$ cat src/adsc_pkg.sv
// Package of register offsets, fields, reset values and types for the converter control block.
package adsc_pkg;
   localparam logic [11:0] ADDR_RESULT_HIGH  = 12'h000;
   localparam logic [11:0] ADDR_RESULT_LOW   = 12'h004;
   localparam logic [11:0] ADDR_CONTROL_0    = 12'h008;
   localparam logic [11:0] ADDR_CONTROL_1    = 12'h00C;
   localparam logic [11:0] ADDR_PIN_FUNC     = 12'h010;
   localparam logic [11:0] ADDR_INT_STATUS   = 12'h014;
   localparam logic [11:0] ADDR_INT_ENABLE   = 12'h018;
   localparam logic [11:0] ADDR_INT_CLEAR    = 12'h01C;
   localparam logic [11:0] ADDR_SAMPLE_DATA  = 12'h020;
   localparam int          BIT_START         = 7;
   localparam int          BIT_BUSY          = 6;
   localparam int          BIT_POWER         = 5;
   localparam int          BIT_JUSTIFY       = 4;
   localparam logic [7:0]  RESET_CONTROL_0   = 8'h00;
   localparam logic [7:0]  RESET_CONTROL_1   = 8'h00;
   localparam logic [3:0]  RESET_PIN_FUNC    = 4'h0;
   localparam logic [3:0]  CHAN_SENSE        = 4'h4;
   localparam int          SAMPLE_CLOCKS     = 4;
   localparam int          CONVERT_CLOCKS    = 12;
   localparam logic [4:0]  TOTAL_CLOCKS      = 5'h10;

   typedef enum logic [1:0] {
      ADSC_IDLE   = 2'b00,
      ADSC_RESET  = 2'b01,
      ADSC_CONV   = 2'b10,
      ADSC_LATCH  = 2'b11
   } adsc_state_t;

   typedef struct packed {
      logic [3:0] ext_select;
      logic       ext_connect;
      logic       bandgap_on;
      logic       current_sense_on;
      logic       ground_on;
      logic       ref_supply;
      logic       power_on;
      logic       core_reset;
      logic       sample;
   } adsc_analog_t;
endpackage : adsc_pkg

$ cat src/adsc_ctrl.sv
// Converter control, result formatting and APB register file.
//
// Local design decisions: register access over APB and the register offsets.
`timescale 1ns/1ps

// Summary of operation
// - Justify bit 0 puts result 11..4 high, 3..0 in the low byte's top nibble; 1 puts 11..8 and 7..0.
// - Result bits carrying no conversion data read as zero.
// - Channel codes 0000-0011 pick pins zero to three, 0100 sense, others float.
// - Source 000 pins, 001 bandgap, 010 current sense, 011/100 ground, 101-111 like 000.
// - Selecting an internal source disconnects the external channel input.
// - Reference code 00 external pin, 01 supply, 10 and 11 like 00.
// - Clock code n divides the system clock by two to the n.
// - Start bit rising holds the converter in reset and clears busy.
// - Start bit falling releases reset, begins conversion, sets busy.
// - Busy reads 1 during a conversion and 0 otherwise.
// - Completion clears busy, sets interrupt flag; output only when enabled.
// - Power enable bit powers the converter on when 1, off when 0.
// - Pins chosen as analog inputs lose digital function and pull-up.
// - A conversion takes 4 sampling plus 12 converting clocks, 16 in total.
// - Result latches half a converter clock after the end; restart there corrupts it.
module adsc_ctrl #(
   parameter int RESULT_WIDTH = 12,
   parameter int PIN_COUNT    = 4
) (
   input  wire logic                     pclk,
   input  wire logic                     presetn,
   input  wire logic                     psel,
   input  wire logic                     penable,
   input  wire logic                     pwrite,
   input  wire logic [11:0]              paddr,
   input  wire logic [31:0]              pwdata,
   output logic      [31:0]              prdata,
   output logic                          pready,
   output logic                          pslverr,
   input  wire logic [RESULT_WIDTH-1:0]  core_data,
   output adsc_pkg::adsc_analog_t        analog_ctrl,
   output logic      [PIN_COUNT-1:0]     pin_digital_disable,
   output logic      [PIN_COUNT-1:0]     pin_pullup_disable,
   output logic                          irq
);

   typedef struct packed {
      adsc_pkg::adsc_state_t    state;
      logic [7:0]               control_0;
      logic [7:0]               control_1;
      logic [PIN_COUNT-1:0]     pin_func;
      logic [6:0]               div_count;
      logic                     conv_tick;
      logic [4:0]               clocks_left;
      logic [RESULT_WIDTH-1:0]  result;
      logic                     int_status;
      logic                     int_enable;
      logic [31:0]              rdata;
      logic [7:0]               busy_cycles;
   } adsc_regs_t;

   adsc_regs_t  r;
   adsc_regs_t  next_r;
   logic        wr_access;
   logic        rd_access;
   logic        mapped;
   logic        start_rise;
   logic        start_fall;
   logic [7:0]  new_control_0;
   logic [7:0]  result_high;
   logic [7:0]  result_low;
   logic [2:0]  source;

   // Division of 2**code reduced to a terminal count for the free-running divider.
   function automatic logic [6:0] div_limit(input logic [2:0] code);
      div_limit = 7'((8'h01 << code) - 8'h01);
   endfunction : div_limit

   function automatic logic [7:0] low_byte(input logic [11:0] d, input logic justify);
      low_byte = justify ? d[7:0] : {d[3:0], 4'h0};
   endfunction : low_byte

   function automatic logic [7:0] high_byte(input logic [11:0] d, input logic justify);
      high_byte = justify ? {4'h0, d[11:8]} : d[11:4];
   endfunction : high_byte

   assign pready    = 1'b1;
   assign wr_access = psel && penable && pwrite;
   assign rd_access = psel && !penable && !pwrite;
   assign mapped    = (paddr == adsc_pkg::ADDR_RESULT_HIGH) || (paddr == adsc_pkg::ADDR_RESULT_LOW) ||
                      (paddr == adsc_pkg::ADDR_CONTROL_0) || (paddr == adsc_pkg::ADDR_CONTROL_1) ||
                      (paddr == adsc_pkg::ADDR_PIN_FUNC) || (paddr == adsc_pkg::ADDR_INT_STATUS) ||
                      (paddr == adsc_pkg::ADDR_INT_ENABLE) || (paddr == adsc_pkg::ADDR_INT_CLEAR);
   assign pslverr   = psel && penable && !mapped;
   assign prdata    = r.rdata;
   assign new_control_0 = {pwdata[7], 1'b0, pwdata[5:0]};
   assign start_rise = wr_access && (paddr == adsc_pkg::ADDR_CONTROL_0) &&
                       !r.control_0[adsc_pkg::BIT_START] && pwdata[adsc_pkg::BIT_START];
   assign start_fall = wr_access && (paddr == adsc_pkg::ADDR_CONTROL_0) &&
                       r.control_0[adsc_pkg::BIT_START] && !pwdata[adsc_pkg::BIT_START];
   assign result_high = high_byte(r.result, r.control_0[adsc_pkg::BIT_JUSTIFY]);
   assign result_low  = low_byte(r.result, r.control_0[adsc_pkg::BIT_JUSTIFY]);
   assign source      = r.control_1[7:5];

   always_comb begin
      next_r = r;
      // Read data is held until the next read setup, so the master can take it in the access phase.
      // Converter clock: one tick each 2**code system clocks; code 0 ticks every clock.
      if (r.div_count >= div_limit(r.control_1[2:0])) begin
         next_r.div_count = 7'h00;
         next_r.conv_tick = 1'b1;
      end else begin
         next_r.div_count = 7'(r.div_count + 7'h01);
         next_r.conv_tick = 1'b0;
      end
      // Cycles spent busy, saturating, so that the length of a conversion can be checked.
      if (!r.control_0[adsc_pkg::BIT_BUSY]) begin
         next_r.busy_cycles = 8'h00;
      end else if (r.busy_cycles != 8'hFF) begin
         next_r.busy_cycles = 8'(r.busy_cycles + 8'h01);
      end
      if (rd_access) begin
         case (paddr)
            adsc_pkg::ADDR_RESULT_HIGH: next_r.rdata = {24'h00_0000, result_high};
            adsc_pkg::ADDR_RESULT_LOW:  next_r.rdata = {24'h00_0000, result_low};
            adsc_pkg::ADDR_CONTROL_0:   next_r.rdata = {24'h00_0000, r.control_0};
            adsc_pkg::ADDR_CONTROL_1:   next_r.rdata = {24'h00_0000, r.control_1};
            adsc_pkg::ADDR_PIN_FUNC:    next_r.rdata = {{(32-PIN_COUNT){1'b0}}, r.pin_func};
            adsc_pkg::ADDR_INT_STATUS:  next_r.rdata = {31'h0000_0000, r.int_status};
            adsc_pkg::ADDR_INT_ENABLE:  next_r.rdata = {31'h0000_0000, r.int_enable};
            default:                    next_r.rdata = 32'h0000_0000;
         endcase
      end
      if (wr_access) begin
         case (paddr)
            adsc_pkg::ADDR_CONTROL_0: begin
               next_r.control_0 = {new_control_0[7], r.control_0[adsc_pkg::BIT_BUSY], new_control_0[5:0]};
            end
            adsc_pkg::ADDR_CONTROL_1:  next_r.control_1  = pwdata[7:0];
            adsc_pkg::ADDR_PIN_FUNC:   next_r.pin_func   = pwdata[PIN_COUNT-1:0];
            adsc_pkg::ADDR_INT_ENABLE: next_r.int_enable = pwdata[0];
            adsc_pkg::ADDR_INT_CLEAR: begin
               if (pwdata[0]) begin
                  next_r.int_status = 1'b0;
               end
            end
            default: begin
            end
         endcase
      end
      case (r.state)
         adsc_pkg::ADSC_IDLE, adsc_pkg::ADSC_CONV, adsc_pkg::ADSC_LATCH: begin
            if (r.state == adsc_pkg::ADSC_CONV && r.conv_tick) begin
               if (r.clocks_left == 5'h01) begin
                  next_r.state = adsc_pkg::ADSC_LATCH;
               end
               next_r.clocks_left = 5'(r.clocks_left - 5'h01);
            end
            // Result latches half a converter clock after the end of conversion.
            if (r.state == adsc_pkg::ADSC_LATCH && r.div_count == (div_limit(r.control_1[2:0]) >> 1)) begin
               next_r.result = core_data;
               next_r.control_0[adsc_pkg::BIT_BUSY] = 1'b0;
               next_r.int_status = 1'b1;
               next_r.state = adsc_pkg::ADSC_IDLE;
            end
         end
         adsc_pkg::ADSC_RESET: begin
         end
         default: next_r.state = adsc_pkg::ADSC_IDLE;
      endcase
      if (start_rise) begin
         next_r.state = adsc_pkg::ADSC_RESET;
         next_r.control_0[adsc_pkg::BIT_BUSY] = 1'b0;
      end else if (start_fall && r.state == adsc_pkg::ADSC_RESET) begin
         next_r.state = adsc_pkg::ADSC_CONV;
         next_r.clocks_left = adsc_pkg::TOTAL_CLOCKS;
         // Restarting the divider realigns the converter clocks, but a tick already due at the falling write still counts in the first cycle.
         next_r.div_count   = 7'h00;
         next_r.control_0[adsc_pkg::BIT_BUSY] = 1'b1;
      end
      // Power off stops any conversion; the held result stays readable.
      if (!next_r.control_0[adsc_pkg::BIT_POWER]) begin
         if (next_r.state != adsc_pkg::ADSC_RESET) begin
            next_r.state = adsc_pkg::ADSC_IDLE;
         end
         next_r.control_0[adsc_pkg::BIT_BUSY] = 1'b0;
      end
   end

   always_ff @(posedge pclk or negedge presetn) begin
      if (!presetn) begin
         r.state       <= adsc_pkg::ADSC_IDLE;
         r.control_0   <= adsc_pkg::RESET_CONTROL_0;
         r.control_1   <= adsc_pkg::RESET_CONTROL_1;
         r.pin_func    <= PIN_COUNT'(adsc_pkg::RESET_PIN_FUNC);
         r.div_count   <= 7'h00;
         r.conv_tick   <= 1'b0;
         r.clocks_left <= 5'h00;
         r.result      <= '0;
         r.int_status  <= 1'b0;
         r.int_enable  <= 1'b0;
         r.rdata       <= 32'h0000_0000;
         r.busy_cycles <= 8'h00;
      end else begin
         r <= next_r;
      end
   end

   always_comb begin
      analog_ctrl = '0;
      analog_ctrl.ext_select = r.control_0[3:0];
      // Internal sources and ground take the input path away from the pins.
      analog_ctrl.bandgap_on       = (source == 3'h1);
      analog_ctrl.current_sense_on = (source == 3'h2);
      analog_ctrl.ground_on        = (source == 3'h3) || (source == 3'h4);
      analog_ctrl.ext_connect      = !(source inside {3'h1, 3'h2, 3'h3, 3'h4}) &&
                                     (r.control_0[3:0] <= adsc_pkg::CHAN_SENSE);
      analog_ctrl.ref_supply       = (r.control_1[4:3] == 2'h1);
      analog_ctrl.power_on         = r.control_0[adsc_pkg::BIT_POWER];
      analog_ctrl.core_reset       = (r.state == adsc_pkg::ADSC_RESET) || !r.control_0[adsc_pkg::BIT_POWER];
      analog_ctrl.sample           = (r.state == adsc_pkg::ADSC_CONV) &&
                                     (r.clocks_left > 5'(adsc_pkg::CONVERT_CLOCKS));
   end

   assign pin_digital_disable = r.pin_func;
   assign pin_pullup_disable  = r.pin_func;
   assign irq = r.int_status && r.int_enable;
endmodule : adsc_ctrl

$ cat config.mk
export PLATFORM = sky130hd
export DESIGN_NAME = adsc_ctrl
export DESIGN_NICKNAME = d
export VERILOG_FILES = /design/src/adsc_pkg.sv /design/src/adsc_ctrl.sv
export SDC_FILE = /design/constraint.sdc
export NUM_CORES = 1
export LEC_CHECK = 0
export ABC_AREA = 1
export BUFFER_PORTS_ARGS = -buffer_cell sky130_fd_sc_hd__buf_2
export CAP_MARGIN = 10
export CORE_ASPECT_RATIO = 2
export CORE_MARGIN = 8
export CORE_UTILIZATION = 40
export CTS_CLUSTER_DIAMETER = 40
export DETAILED_ROUTE_END_ITERATION = 10
export SETUP_SLACK_MARGIN = 0.1
export SYNTH_ARGS = -nofsm -noshare
export SYNTH_HDL_FRONTEND = slang
export SYNTH_SLANG_ARGS = --single-unit
$ cat constraint.sdc
create_clock -name pclk -period 2.5 [get_ports pclk]
set_clock_uncertainty 0.15 [all_clocks]
set_input_delay 0.75 -clock pclk [delete_from_list [all_inputs] [get_ports pclk]]
set_output_delay 0.75 -clock pclk [all_outputs]
set_load 0.05 [all_outputs]
# Yosys cells after proc, flatten, opt, wreduce, memory -nomap -nowiden
# Index checks and enable logic that the tools add are counted.
# word_totals
reg_bits	81
input_bits	61
elab_cells	110
output_inout_bits	55
# classes
shift	1
order_cmp	3
mux	32
eq_ne	18
reduce_logical	41
addsub	3
# ops
op	count
one-hot mux 8 bit (7 select lines)	1
== test 12 x 5 -> 1 bit, second input constant	4
2-to-1 mux 18 bit	2
2-to-1 mux 8 bit	4
== test 12 x 4 -> 1 bit, second input constant	2
2-to-1 mux 2 bit	9
logical AND 1 bit	16
2-to-1 mux 5 bit	3
2-to-1 mux 7 bit	2
2-to-1 mux 13 bit	1
== test 12 x 3 -> 1 bit, second input constant	1
zero test 12 bit	1
AND reduction 2 bit	5
logical OR 1 bit	9
2-to-1 mux 1 bit	8
adder 7 x 1 -> 7 bit, second input constant	1
== test 7 x 6 -> 1 bit	1
>= comparator 7 bit	1
zero test 1 bit	7
left shift 1 x 3 -> 7 bit, first input constant	1
subtractor 7 x 1 -> 7 bit, second input constant	1
== test 3 x 2 -> 1 bit, second input constant	2
2-to-1 mux 6 bit	1
== test 5 x 1 -> 1 bit, second input constant	1
12 further kinds	14

# Longest topological paths before layout
# Gate-level depths: netlist of run 1.
# logic_depth
ltp_word	11
mapped_depth	16
mapped_depth_nobuf	15

# Worst setup path before layout of run 1
# OpenSTA, ideal clock, no wires.
# synth_timing
path_type	flip-flop to output port
startpoint	reg r[77] (netlist bit)
endpoint	out analog_ctrl[7] (netlist bit)
arrival_time_ns	2.689
n_path_buf	0
setup_slack_ns	-1.089
path_stages_with_launch	5
t_required_ns	1.600
path_cell_list	dfrtp_1 -> inv_1 -> nand3_1 -> o21ai_0 -> nor4_1
# synth_lines
element	line_no	rtl
from (decl)	adsc_ctrl.sv:58	adsc_regs_t r;
from (signal assigned)	adsc_ctrl.sv:201	r <= next_r;
to (decl)	adsc_ctrl.sv:37	output adsc_pkg::adsc_analog_t analog_ctrl,

# Worst setup path in the final report of run 1
# layout_timing
startpoint	in paddr[0]
endpoint	out pslverr
# layout_via
elab_chain_len	10
elab_cells_between_ends	17
classes_between	eq/ne (7); reduce/logical (10)
# layout_lines
element	line_no	rtl
from (decl)	adsc_ctrl.sv:31	input wire logic [11:0] paddr,
== test 12 x 3 -> 1 bit / zero test 12 bit (equally long branches)	adsc_ctrl.sv:86	assign mapped = (paddr == adsc_pkg::ADDR_RESULT_HIGH) || (paddr == adsc_pkg::ADDR_RESULT_LOW) ||
logical OR 1 bit (2 in series)	adsc_ctrl.sv:86	
logical OR 1 bit (2 in series)	adsc_ctrl.sv:87	(paddr == adsc_pkg::ADDR_CONTROL_0) || (paddr == adsc_pkg::ADDR_CONTROL_1) ||
logical OR 1 bit (2 in series)	adsc_ctrl.sv:88	(paddr == adsc_pkg::ADDR_PIN_FUNC) || (paddr == adsc_pkg::ADDR_INT_STATUS) ||
logical OR 1 bit (*)	adsc_ctrl.sv:89	(paddr == adsc_pkg::ADDR_INT_ENABLE) || (paddr == adsc_pkg::ADDR_INT_CLEAR);
zero test 1 bit (*)	adsc_ctrl.sv:90	assign pslverr = psel && penable && !mapped;
logical AND 1 bit (*)	adsc_ctrl.sv:90	
to (decl)	adsc_ctrl.sv:35	output logic pslverr,
# Every way passes the cells marked *; elsewhere a longest branch is shown, timed or not.

==> results.py, run 1 <==
metrics = {
    "routing": {
        "first_iter_violations": 234,
        "vias": 3442,
        "avgViaCountPerCell": 4.99,
        "ant_nets": 0,
        "drtPass1Iterations": 4,
        "wl_per_cell_um": 15.5,
        "routed_wl_um": 10700,
        "drcViolationCount": 0,
    },
    "grt": {
        "overflow": 0,
        "track_usage_pct": 16.8,
        "grt_pass1_vias": 3646,
        "grt_pass1_wl_um": 17300,
        "antenna_found_initial": 0,
        "grt_max_degree": 58,
    },
    "clock_network": {
        "clk_pin_slew_ns": 0.05,
        "insertion_delay_ns": 0.33,
        "cts_root_buf": "clkbuf_16",
        "cts.sinks": 57,
        "cts_hold_buf": 0,
        "h-tree-depth": 3,
        "clk_path_buf_depth": 2,
        "cts_tree": "done",
        "cts-buffers-inserted": 9,
    },
    "critical_path": {
        "cp-end-kind": "output port",
        "path_buf_inv": 4,
        "crit_chain": "buf_6 > inv_4 > nand2_4 > nor3_4 > buf_6 > nand2_4 > nand2_4 > nor3_4 > buf_6",
        "crit_arrival_ns": 1.65,
        "crit_family": "simple AND/OR/NAND/NOR gates",
        "crit_type": "in -> out",
        "path_max_fanout": 3,
        "critPathRequiredTime_ns": 1.60,
        "slowest_delay_ns": 0.23,
        "slowest_stage": "nor3_4",
        "critPathLaunchType": "input pin",
    },
    "die": {
        "die_h_um": 155,
        "io_pins": 116,
        "row_count": 50,
        "fp.coreArea_sq_mm": 0.00938,
        "start_util_pct": 41.0,
        "die-area_sq_mm": 0.0132,
        "die_w_um": 85.4,
    },
    "logic_synthesis": {
        "yosysWarningCount": 0,
        "async_reset_ff_share_pct": 100,
        "synth_flop_cell": "dfrtp_1",
        "yosysUniqueCellTypes": 46,
        "synth_commonest_cells": "nand2_1, dfrtp_1, inv_1, buf_4, nand3_1",
        "synth.area.top_cells": "dfrtp_1, nand2_1, buf_4",
        "yosys.cell_count.top_type": "nand2_1",
        "syn_area_per_cell_sq_um": 7.70,
        "syn_area_sq_mm": 0.00385,
        "netlist.area_leader.share_pct": 37.0,
        "synth-seq-area-share_pct": 37.0,
        "synth_top_area_cell": "dfrtp_1",
        "synth-edff-count": 0,
        "postSynthCellCount": 500,
        "ys_ff_latch": 57,
    },
    "timing": {
        "hold_viol": 0,
        "slew-limit-headroom_pct": 59.8,
        "tightest_slew_ns": 0.603,
        "period_share_pct": 102,
        "fin_crit_ns": 2.55,
        "max_freq_mhz": 393,
        "setup_viol": 1,
        "hold_slack_ns": 0.260,
        "final.setup.worst_slack_ns": -0.0455,
        "rsz0062_at_grt": "yes",
        "finalMaxSlewViolations": 0,
    },
    "layout": {
        "syn_to_final_growth_pct": 26.8,
        "antennaDiodeCount": 0,
        "num-nets-final": 655,
        "fin_cells": 690,
        "drive_gt1_share_pct": 35.7,
        "filler_cell_count": 924,
    },
    "job": {
        "drv_cap": 0,
    },
    "placed_design": {
        "placed_cells": 663,
        "gp_congestion": 0.889,
        "port_buffers": 66,
        "hpwlAfterDp_um": 8350,
    },
    "pwr": {
        "powerDensity_mw_per_mm2": 677,
        "vdd_ir_drop_max_mv": 0.485,
        "power_mw": 3.30,
        "leakage_nw": 2.46,
    },
    "hold_path": {
        "hold_class": "in -> async",
    },
    "run_status": {
        "status": "complete, but fails checks",
        "violations": "negative setup slack",
    },
}
## per-stage QoR
step                TNS, ns  area (sq um)  setup WS (ns)  util [%]
finish              -0.0455          4880        -0.0455      52.0
global route        -0.0915          4880        -0.0915      52.0
CTS                 -0.0165          4720        -0.0165      50.3
detailed placement   -0.256          4270         -0.250      45.5
global placement     -0.237          4270         -0.237      45.5
floorplan           -0.0330          4030        -0.0330         -
## path summary, 6_finish.rpt
check,from,to,slack (ns),cells past startpoint
worst min-delay path,presetn,r[57],0.26,2
worst max register to register,r[72],r[61],0.16,13
min in group pclk,prdata[4],prdata[4],0.32,2
worst max-delay path,paddr[0],pslverr,-0.05,9
worst min register to register,prdata[4],prdata[4],0.32,2
max in group asynchronous,presetn,r[77],1.64,2
## final cells by class
type                    instances  area [sq um]  area share [%]
multi-input cells             346          2070            42.5
flip-flops and latches         57          1430            29.3
repair buffers                104           669            13.7
clock buffers                  13           280            5.74
inverters                      64           263            5.38
well taps                     104           130            2.66
clock inverters                 2          35.0           0.717
## cell usage in the layout (no fill, tap or decap), drive strengths merged
master / netlist / layout
nor3: 9 / 9
o2111ai: 4 / 4
clkinv: 0 / 1
conb: 2 / 25
dfrtp: 57 / 57
o211ai: 2 / 2
inv: 64 / 64
nor4: 2 / 2
nand4: 8 / 8
bufinv: 0 / 1
o21ai: 33 / 33
nor2: 42 / 42
a31oi: 2 / 2
a31o: 1 / 1
and2: 1 / 1
a21oi: 15 / 15
a21boi: 2 / 2
ha: 12 / 12
nand3b: 2 / 2
xnor2: 3 / 3
xor2: 9 / 9
clkbuf: 3 / 13
o22ai: 1 / 1
mux2: 2 / 2
nand3: 41 / 41
buf: 53 / 104
o22a: 1 / 1
or2: 3 / 3
a211oi: 1 / 1
nand2: 125 / 125
## worst reg2reg max path, stage by stage, from the launching register on
cell and delay, ns:
dfrtp_1 0.43, nor2_4 0.14, nand2_2 0.08, ha_4 0.18, nand4_1 0.10, nand2_2 0.09
ha_4 0.26, a21oi_2 0.12, o21ai_1 0.09, nand4_1 0.11, o211ai_1 0.09, nor2_1 0.17
nand2_2 0.15, nor2_2 0.12
## sequential cells by signal (all words and copies together), names as in the netlist
signal,count
r,40
prdata,8
analog_ctrl,5
pin_digital_disable,4
## where the power goes
| group | total [mW] | internal (mW) | switching [mW] | leakage [nW] |
|---|---|---|---|---|
| Combinational | 0.804 | 0.278 | 0.525 | 1.57 |
| Sequential | 1.22 | 1.09 | 0.135 | 0.728 |
| Clock | 1.28 | 0.871 | 0.409 | 0.158 |
## cell families (layout without fill, tap and decap cells)
logic type,after synthesis,in the layout,synth area share [%]
AOI/OAI and AO/OA,62,62,9.55
and+or+nand+nor,233,233,28.4
adders and majority gates,12,12,3.90
muxes,2,2,0.682
DFF,57,57,37.0
other,2,25,0.195
buffers and inverters,120,183,17.1
xor gates and xnor gates,12,12,3.12
## metal layers
metal / wire (um) / global-route usage (%) / share of wire, %
met5: 0 / 0 / 0
met4: 597 / 10.3 / 5.6
met3: 535 / 4.51 / 5.0
met2: 6020 / 32.9 / 56
met1: 3510 / 14.3 / 33
## timing repair
action | 4_1_cts | 5_1_grt
endpoints found under the setup margin | 10 | 14
pin swaps | 11 | 21
buffers inserted | 8 | 4
gates cloned | 0 | 0
gates resized for setup | 22 | 33
No activity file was read; power rests on OpenSTA's default activity.
==> run 2, diff against run 1 <==
--- a/config.mk
+++ b/config.mk
@@ -5,7 +5,6 @@
 export SDC_FILE = /design/constraint.sdc
 export NUM_CORES = 1
 export LEC_CHECK = 0
-export ABC_AREA = 1
 export BUFFER_PORTS_ARGS = -buffer_cell sky130_fd_sc_hd__buf_2
 export CAP_MARGIN = 10
 export CORE_ASPECT_RATIO = 2
==> results.py, run 2 <==
metrics = {
    "logic_synthesis": {
        "synth_flop_cell": "dfrtp_1",
        "yosysWarningCount": 0,
        "async_reset_ff_share_pct": 100,
        "postSynthCellCount": 387,
        "ys_ff_latch": 57,
        "synth_commonest_cells": "dfrtp_1, buf_4, nand2_1, mux2_2, o21ai_0",
        "synth-seq-area-share_pct": 37.9,
        "synth.area.top_cells": "dfrtp_1, mux2_2, buf_4",
        "yosys.cell_count.top_type": "dfrtp_1",
        "syn_area_sq_mm": 0.00377,
        "synth_top_area_cell": "dfrtp_1",
        "netlist.area_leader.share_pct": 37.9,
        "synth-edff-count": 0,
        "syn_area_per_cell_sq_um": 9.73,
        "yosysUniqueCellTypes": 60,
    },
    "run_status": {
        "status": "complete, but fails checks",
        "violations": "negative setup slack",
    },
    "pwr": {
        "vdd_ir_drop_max_mv": 0.452,
        "leakage_nw": 2.37,
        "powerDensity_mw_per_mm2": 463,
    },
    "layout": {
        "fin_cells": 578,
        "antennaDiodeCount": 0,
        "largest_register": "r",
        "final_common_cell": "buf_2",
        "num-nets-final": 545,
        "final_cell_mix": "buf_2, dfrtp_1, buf_4",
        "drive_gt1_share_pct": 44.3,
        "syn_to_final_growth_pct": 28.8,
        "largest_reg_flops": 40,
    },
    "critical_path": {
        "rr_startpoint": "r[73]",
        "reg2reg_to": "r[52]",
        "path_max_fanout": 14,
        "critPathLaunchType": "register",
        "cp-end-kind": "register",
        "crit_arrival_ns": 2.73,
        "ff2ff_setup_slack_ns": -0.17,
        "crit_start": "r[73]",
        "critPathRequiredTime_ns": 2.56,
        "worstRegToRegCells": 8,
        "crit_type": "reg -> reg",
    },
    "die": {
        "fp.coreArea_sq_mm": 0.00926,
        "die_h_um": 153,
        "row_count": 50,
        "start_util_pct": 40.7,
        "die_w_um": 84.6,
        "die-area_sq_mm": 0.0130,
        "io_pins": 116,
    },
    "grt": {
        "overflow": 0,
        "grt_pass1_wl_um": 16400,
        "track_usage_pct": 16.2,
        "grt_pass1_vias": 3226,
        "antenna_found_initial": 0,
        "grt_max_degree": 58,
    },
    "routing": {
        "routed_wl_um": 10400,
        "wl_per_cell_um": 18.0,
        "vias": 3120,
        "drtPass1Iterations": 5,
        "ant_nets": 0,
        "avgViaCountPerCell": 5.40,
        "drcViolationCount": 0,
        "first_iter_violations": 136,
    },
    "placed_design": {
        "port_buffers": 66,
        "gp_congestion": 0.908,
        "placed_cells": 554,
        "hpwlAfterDp_um": 8150,
    },
    "clock_network": {
        "cts_tree": "done",
        "h-tree-depth": 3,
        "clk_pin_slew_ns": 0.05,
        "cts.sinks": 57,
        "clk_path_buf_depth": 2,
        "insertion_delay_ns": 0.33,
        "cts-buffers-inserted": 9,
        "cts_root_buf": "clkbuf_16",
    },
    "job": {
        "drv_cap": 0,
    },
    "timing": {
        "slew-limit-headroom_pct": 59.4,
        "fin_crit_ns": 2.67,
        "rsz0062_at_grt": "yes",
        "fin_tns_setup_ns": -3.01,
        "hold_viol": 0,
        "setup_viol": 25,
        "tightest_slew_ns": 0.610,
        "max_freq_mhz": 374,
        "finalMaxSlewViolations": 0,
        "period_share_pct": 107,
        "final.setup.worst_slack_ns": -0.174,
    },
    "hold_path": {
        "hold_class": "in -> async",
    },
}
run 2: area by class of cell:
class	count	area [sq um]
Sequential cell	57	1430
Inverter	6	22.5
Clock inverter	1	5.00
Clock buffer	12	246
Tap cell	104	130
Timing Repair Buffer	115	797
Multi-Input combinational cell	283	2220
Fill cell	865	4410
run 2: cells by family after synthesis:
family | share of synthesized area [%]
AO/OA/AOI/OAI | 11.1
XOR/XNOR | 3.02
adder cells (fa/ha/maj) | 3.99
buffers and inverters | 12.1
flip-flops | 37.9
multiplexers | 13.8
other | 0.199
AND/OR/NAND/NOR | 18.0
run 2: worst max-delay path, cell delays in order (launching register included):
cell	delay, ns
dfrtp_1	0.38
or3_4	0.41
ha_4	0.21
xnor2_1	0.14
or4_1	0.40
a31oi_1	0.18
o2111ai_2	0.18
buf_12	0.19
mux2_4	0.29
run 2: report_power, final:
part	switching (mW)	leakage [nW]	internal, mW
Clock	0.388	0.124	0.676
Sequential	0.0101	0.729	0.936
Combinational	0.168	1.51	0.0708
Total	0.566	2.37	1.68
run 2: metrics by stage:
stage               power, mW  worst slack [ns]  hold WS [ns]  cell area (sq um)  utilization, %
floorplan                1.13            -0.337         0.300               4010               -
global placement         1.18            -0.243         0.313               4330            46.7
detailed placement       1.19            -0.247         0.319               4330            46.7
CTS                      2.26            -0.188         0.278               4730            51.1
global route             2.33            -0.264         0.288               4850            52.4
finish                   2.25            -0.174         0.270               4850            52.4
run 2: worst max path at each step:
stage	end	slack (ns)
3_3_place_gp	r[85]	-0.24
2_1_floorplan	r[47]	-0.34
3_5_place_dp	r[85]	-0.25
4_1_cts	pslverr	-0.19
5_1_grt	r[51]	-0.26
6_report	r[52]	-0.17
run 2: what timing repair did:
item                       CTS  global route
hold buffers                 0             0
gates resized for setup     24            22
setup endpoints to repair   27            37
pin swaps                   13             6
buffers inserted             5             6
run 2: routing by layer:
layer	vias up	global-route usage [%]	part of all wire, %
met3	26	3.28	3.8
met5	-	0	0
met2	83	32.1	59
met4	0	8.82	3.1
li1	1470	-	-
met1	1541	14.4	34
==> run 3, diff against run 2 <==
--- a/config.mk
+++ b/config.mk
@@ -5,11 +5,13 @@
 export SDC_FILE = /design/constraint.sdc
 export NUM_CORES = 1
 export LEC_CHECK = 0
+export ABC_AREA = 1
 export BUFFER_PORTS_ARGS = -buffer_cell sky130_fd_sc_hd__buf_2
 export CAP_MARGIN = 10
 export CORE_ASPECT_RATIO = 2
 export CORE_MARGIN = 8
 export CORE_UTILIZATION = 40
+export CTS_BUF_LIST = sky130_fd_sc_hd__clkbuf_4 sky130_fd_sc_hd__clkbuf_8
 export CTS_CLUSTER_DIAMETER = 40
 export DETAILED_ROUTE_END_ITERATION = 10
 export SETUP_SLACK_MARGIN = 0.1
==> results.py, run 3 (synthesized netlist as in run 1, its figures left out) <==
metrics = {
    "run_status": {
        "status": "complete, but fails checks",
        "violations": "negative setup slack",
    },
    "timing": {
        "fin_crit_ns": 2.54,
        "max_freq_mhz": 393,
        "slew-limit-headroom_pct": 60.6,
        "setup_viol": 1,
        "fin_tns_setup_ns": -0.0450,
        "tightest_slew_ns": 0.591,
        "period_share_pct": 102,
        "final.setup.worst_slack_ns": -0.0450,
        "rsz0062_at_grt": "yes",
        "hold_viol": 0,
        "finalMaxSlewViolations": 0,
    },
    "clock_network": {
        "cts-buffers-inserted": 9,
        "cts_tree": "done",
        "h-tree-depth": 3,
        "cts_root_buf": "clkbuf_8",
        "clk_path_buf_depth": 2,
        "clk_pin_slew_ns": 0.06,
        "insertion_delay_ns": 0.34,
        "cts.sinks": 57,
    },
    "placed_design": {
        "placed_cells": 663,
        "dpl-instance-area_sq_mm": 0.00427,
        "gp_congestion": 0.889,
        "port_buffers": 66,
        "hpwlAfterDp_um": 8350,
    },
    "layout": {
        "design_area_sq_mm": 0.00480,
        "drive_gt1_share_pct": 36.1,
        "final_common_cell": "nand2_1",
        "largest_register": "r",
        "fin_cells": 694,
        "antennaDiodeCount": 0,
        "largest_reg_flops": 40,
        "filler_cell_count": 929,
        "syn_to_final_growth_pct": 24.6,
        "final_cell_mix": "nand2_1, buf_2, dfrtp_1",
        "num-nets-final": 659,
    },
    "routing": {
        "vias": 3483,
        "first_iter_violations": 196,
        "wl_per_cell_um": 15.4,
        "drcViolationCount": 0,
        "drtPass1Iterations": 4,
        "routed_wl_um": 10700,
        "ant_nets": 0,
        "avgViaCountPerCell": 5.02,
    },
    "critical_path": {
        "worstRegToRegCells": 13,
        "rr_startpoint": "r[72]",
        "slowest_stage": "nor3_4",
        "crit_chain": "buf_6 > inv_4 > nand2_4 > nor3_4 > buf_6 > nand2_4 > nand2_4 > nor3_4 > buf_6",
        "crit_arrival_ns": 1.64,
        "ff2ff_setup_slack_ns": 0.23,
        "path_max_fanout": 3,
        "slowest_delay_ns": 0.23,
        "reg2reg_to": "r[60]",
        "cp-end-kind": "output port",
        "crit_type": "in -> out",
        "critPathRequiredTime_ns": 1.60,
        "critPathLaunchType": "input pin",
    },
    "grt": {
        "grt_pass1_vias": 3660,
        "grt_max_degree": 58,
        "track_usage_pct": 16.6,
        "overflow": 0,
        "grt_pass1_wl_um": 17200,
        "antenna_found_initial": 0,
    },
    "job": {
        "drv_cap": 0,
    },
    "die": {
        "die-area_sq_mm": 0.0132,
        "row_count": 50,
        "io_pins": 116,
        "die_h_um": 155,
        "start_util_pct": 41.0,
        "fp.coreArea_sq_mm": 0.00938,
        "die_w_um": 85.4,
    },
    "hold_path": {
        "hold_class": "in -> async",
    },
    "pwr": {
        "leakage_nw": 2.43,
        "powerDensity_mw_per_mm2": 623,
        "vdd_ir_drop_max_mv": 0.539,
    },
}
run 3: changes by cell type in the layout (fill, tap and decap cells not counted), sizes merged, moves of 6 or more:
cell and delta:
nand2 +87, nor2b -6, nand3 +32, buf -8
mux2i -8, o21ai +10, inv +58, nor2 +21
mux2 -35, a21oi +9
run 3: timing repair:
action	in CTS	in global routing
pin swaps	11	13
gates resized for setup	21	35
buffers inserted	8	8
hold endpoints to repair	0	0
endpoints found under the setup margin	10	14
hold buffers	0	0
run 3: cell type report:
type                            instances  area [sq um]  share of cell area [%]
Clock buffer                           13           179                    3.73
Clock inverter                          2          35.0                   0.730
Inverter                               64           263                    5.48
Multi-Input combinational cell        346          2060                    42.9
Sequential cell                        57          1430                    29.9
Tap cell                              104           130                    2.71
Timing Repair Buffer                  108           702                    14.6
run 3: critical path: cells and delay by family:
kind                   cells  cell delay, ns
buffers and inverters      4            0.43
AND/OR/NAND/NOR            5            0.45
run 3: how the worst max path moves through the flow:
| stage | start | end | cells past startpoint |
|---|---|---|---|
| floorplan | paddr[9] | pslverr | 7 |
| global placement | paddr[7] | pslverr | 8 |
| detailed placement | paddr[7] | pslverr | 8 |
| CTS | paddr[1] | pslverr | 8 |
| global route | paddr[0] | pslverr | 9 |
| finish | paddr[0] | pslverr | 9 |
run 3: metrics by stage:
step	util (%)	setup WS (ns)	power (mW)	hold WS [ns]
CTS	49.2	-0.0165	2.95	0.259
floorplan	-	-0.0330	1.79	0.300
global placement	45.5	-0.237	1.94	0.313
finish	51.1	-0.0450	2.99	0.259
detailed placement	45.5	-0.250	1.97	0.312
global route	51.1	-0.0915	3.18	0.268
run 3: report_power, final:
group          switching [mW]  leakage (nW)  internal (mW)
logic                   0.539          1.59          0.307
clock network           0.363         0.112          0.562
registers               0.134         0.727           1.08
run 3: layer usage:
| metal | wire [um] | part of all wire, % | global-route usage [%] | vias to the layer above |
|---|---|---|---|---|
| li1 | - | - | - | 1704 |
| met1 | 3510 | 33 | 13.7 | 1649 |
| met2 | 6150 | 57 | 32.9 | 95 |
| met3 | 495 | 4.6 | 4.03 | 35 |
| met4 | 543 | 5.1 | 10.9 | 0 |
| met5 | 0 | 0 | 0 | - |
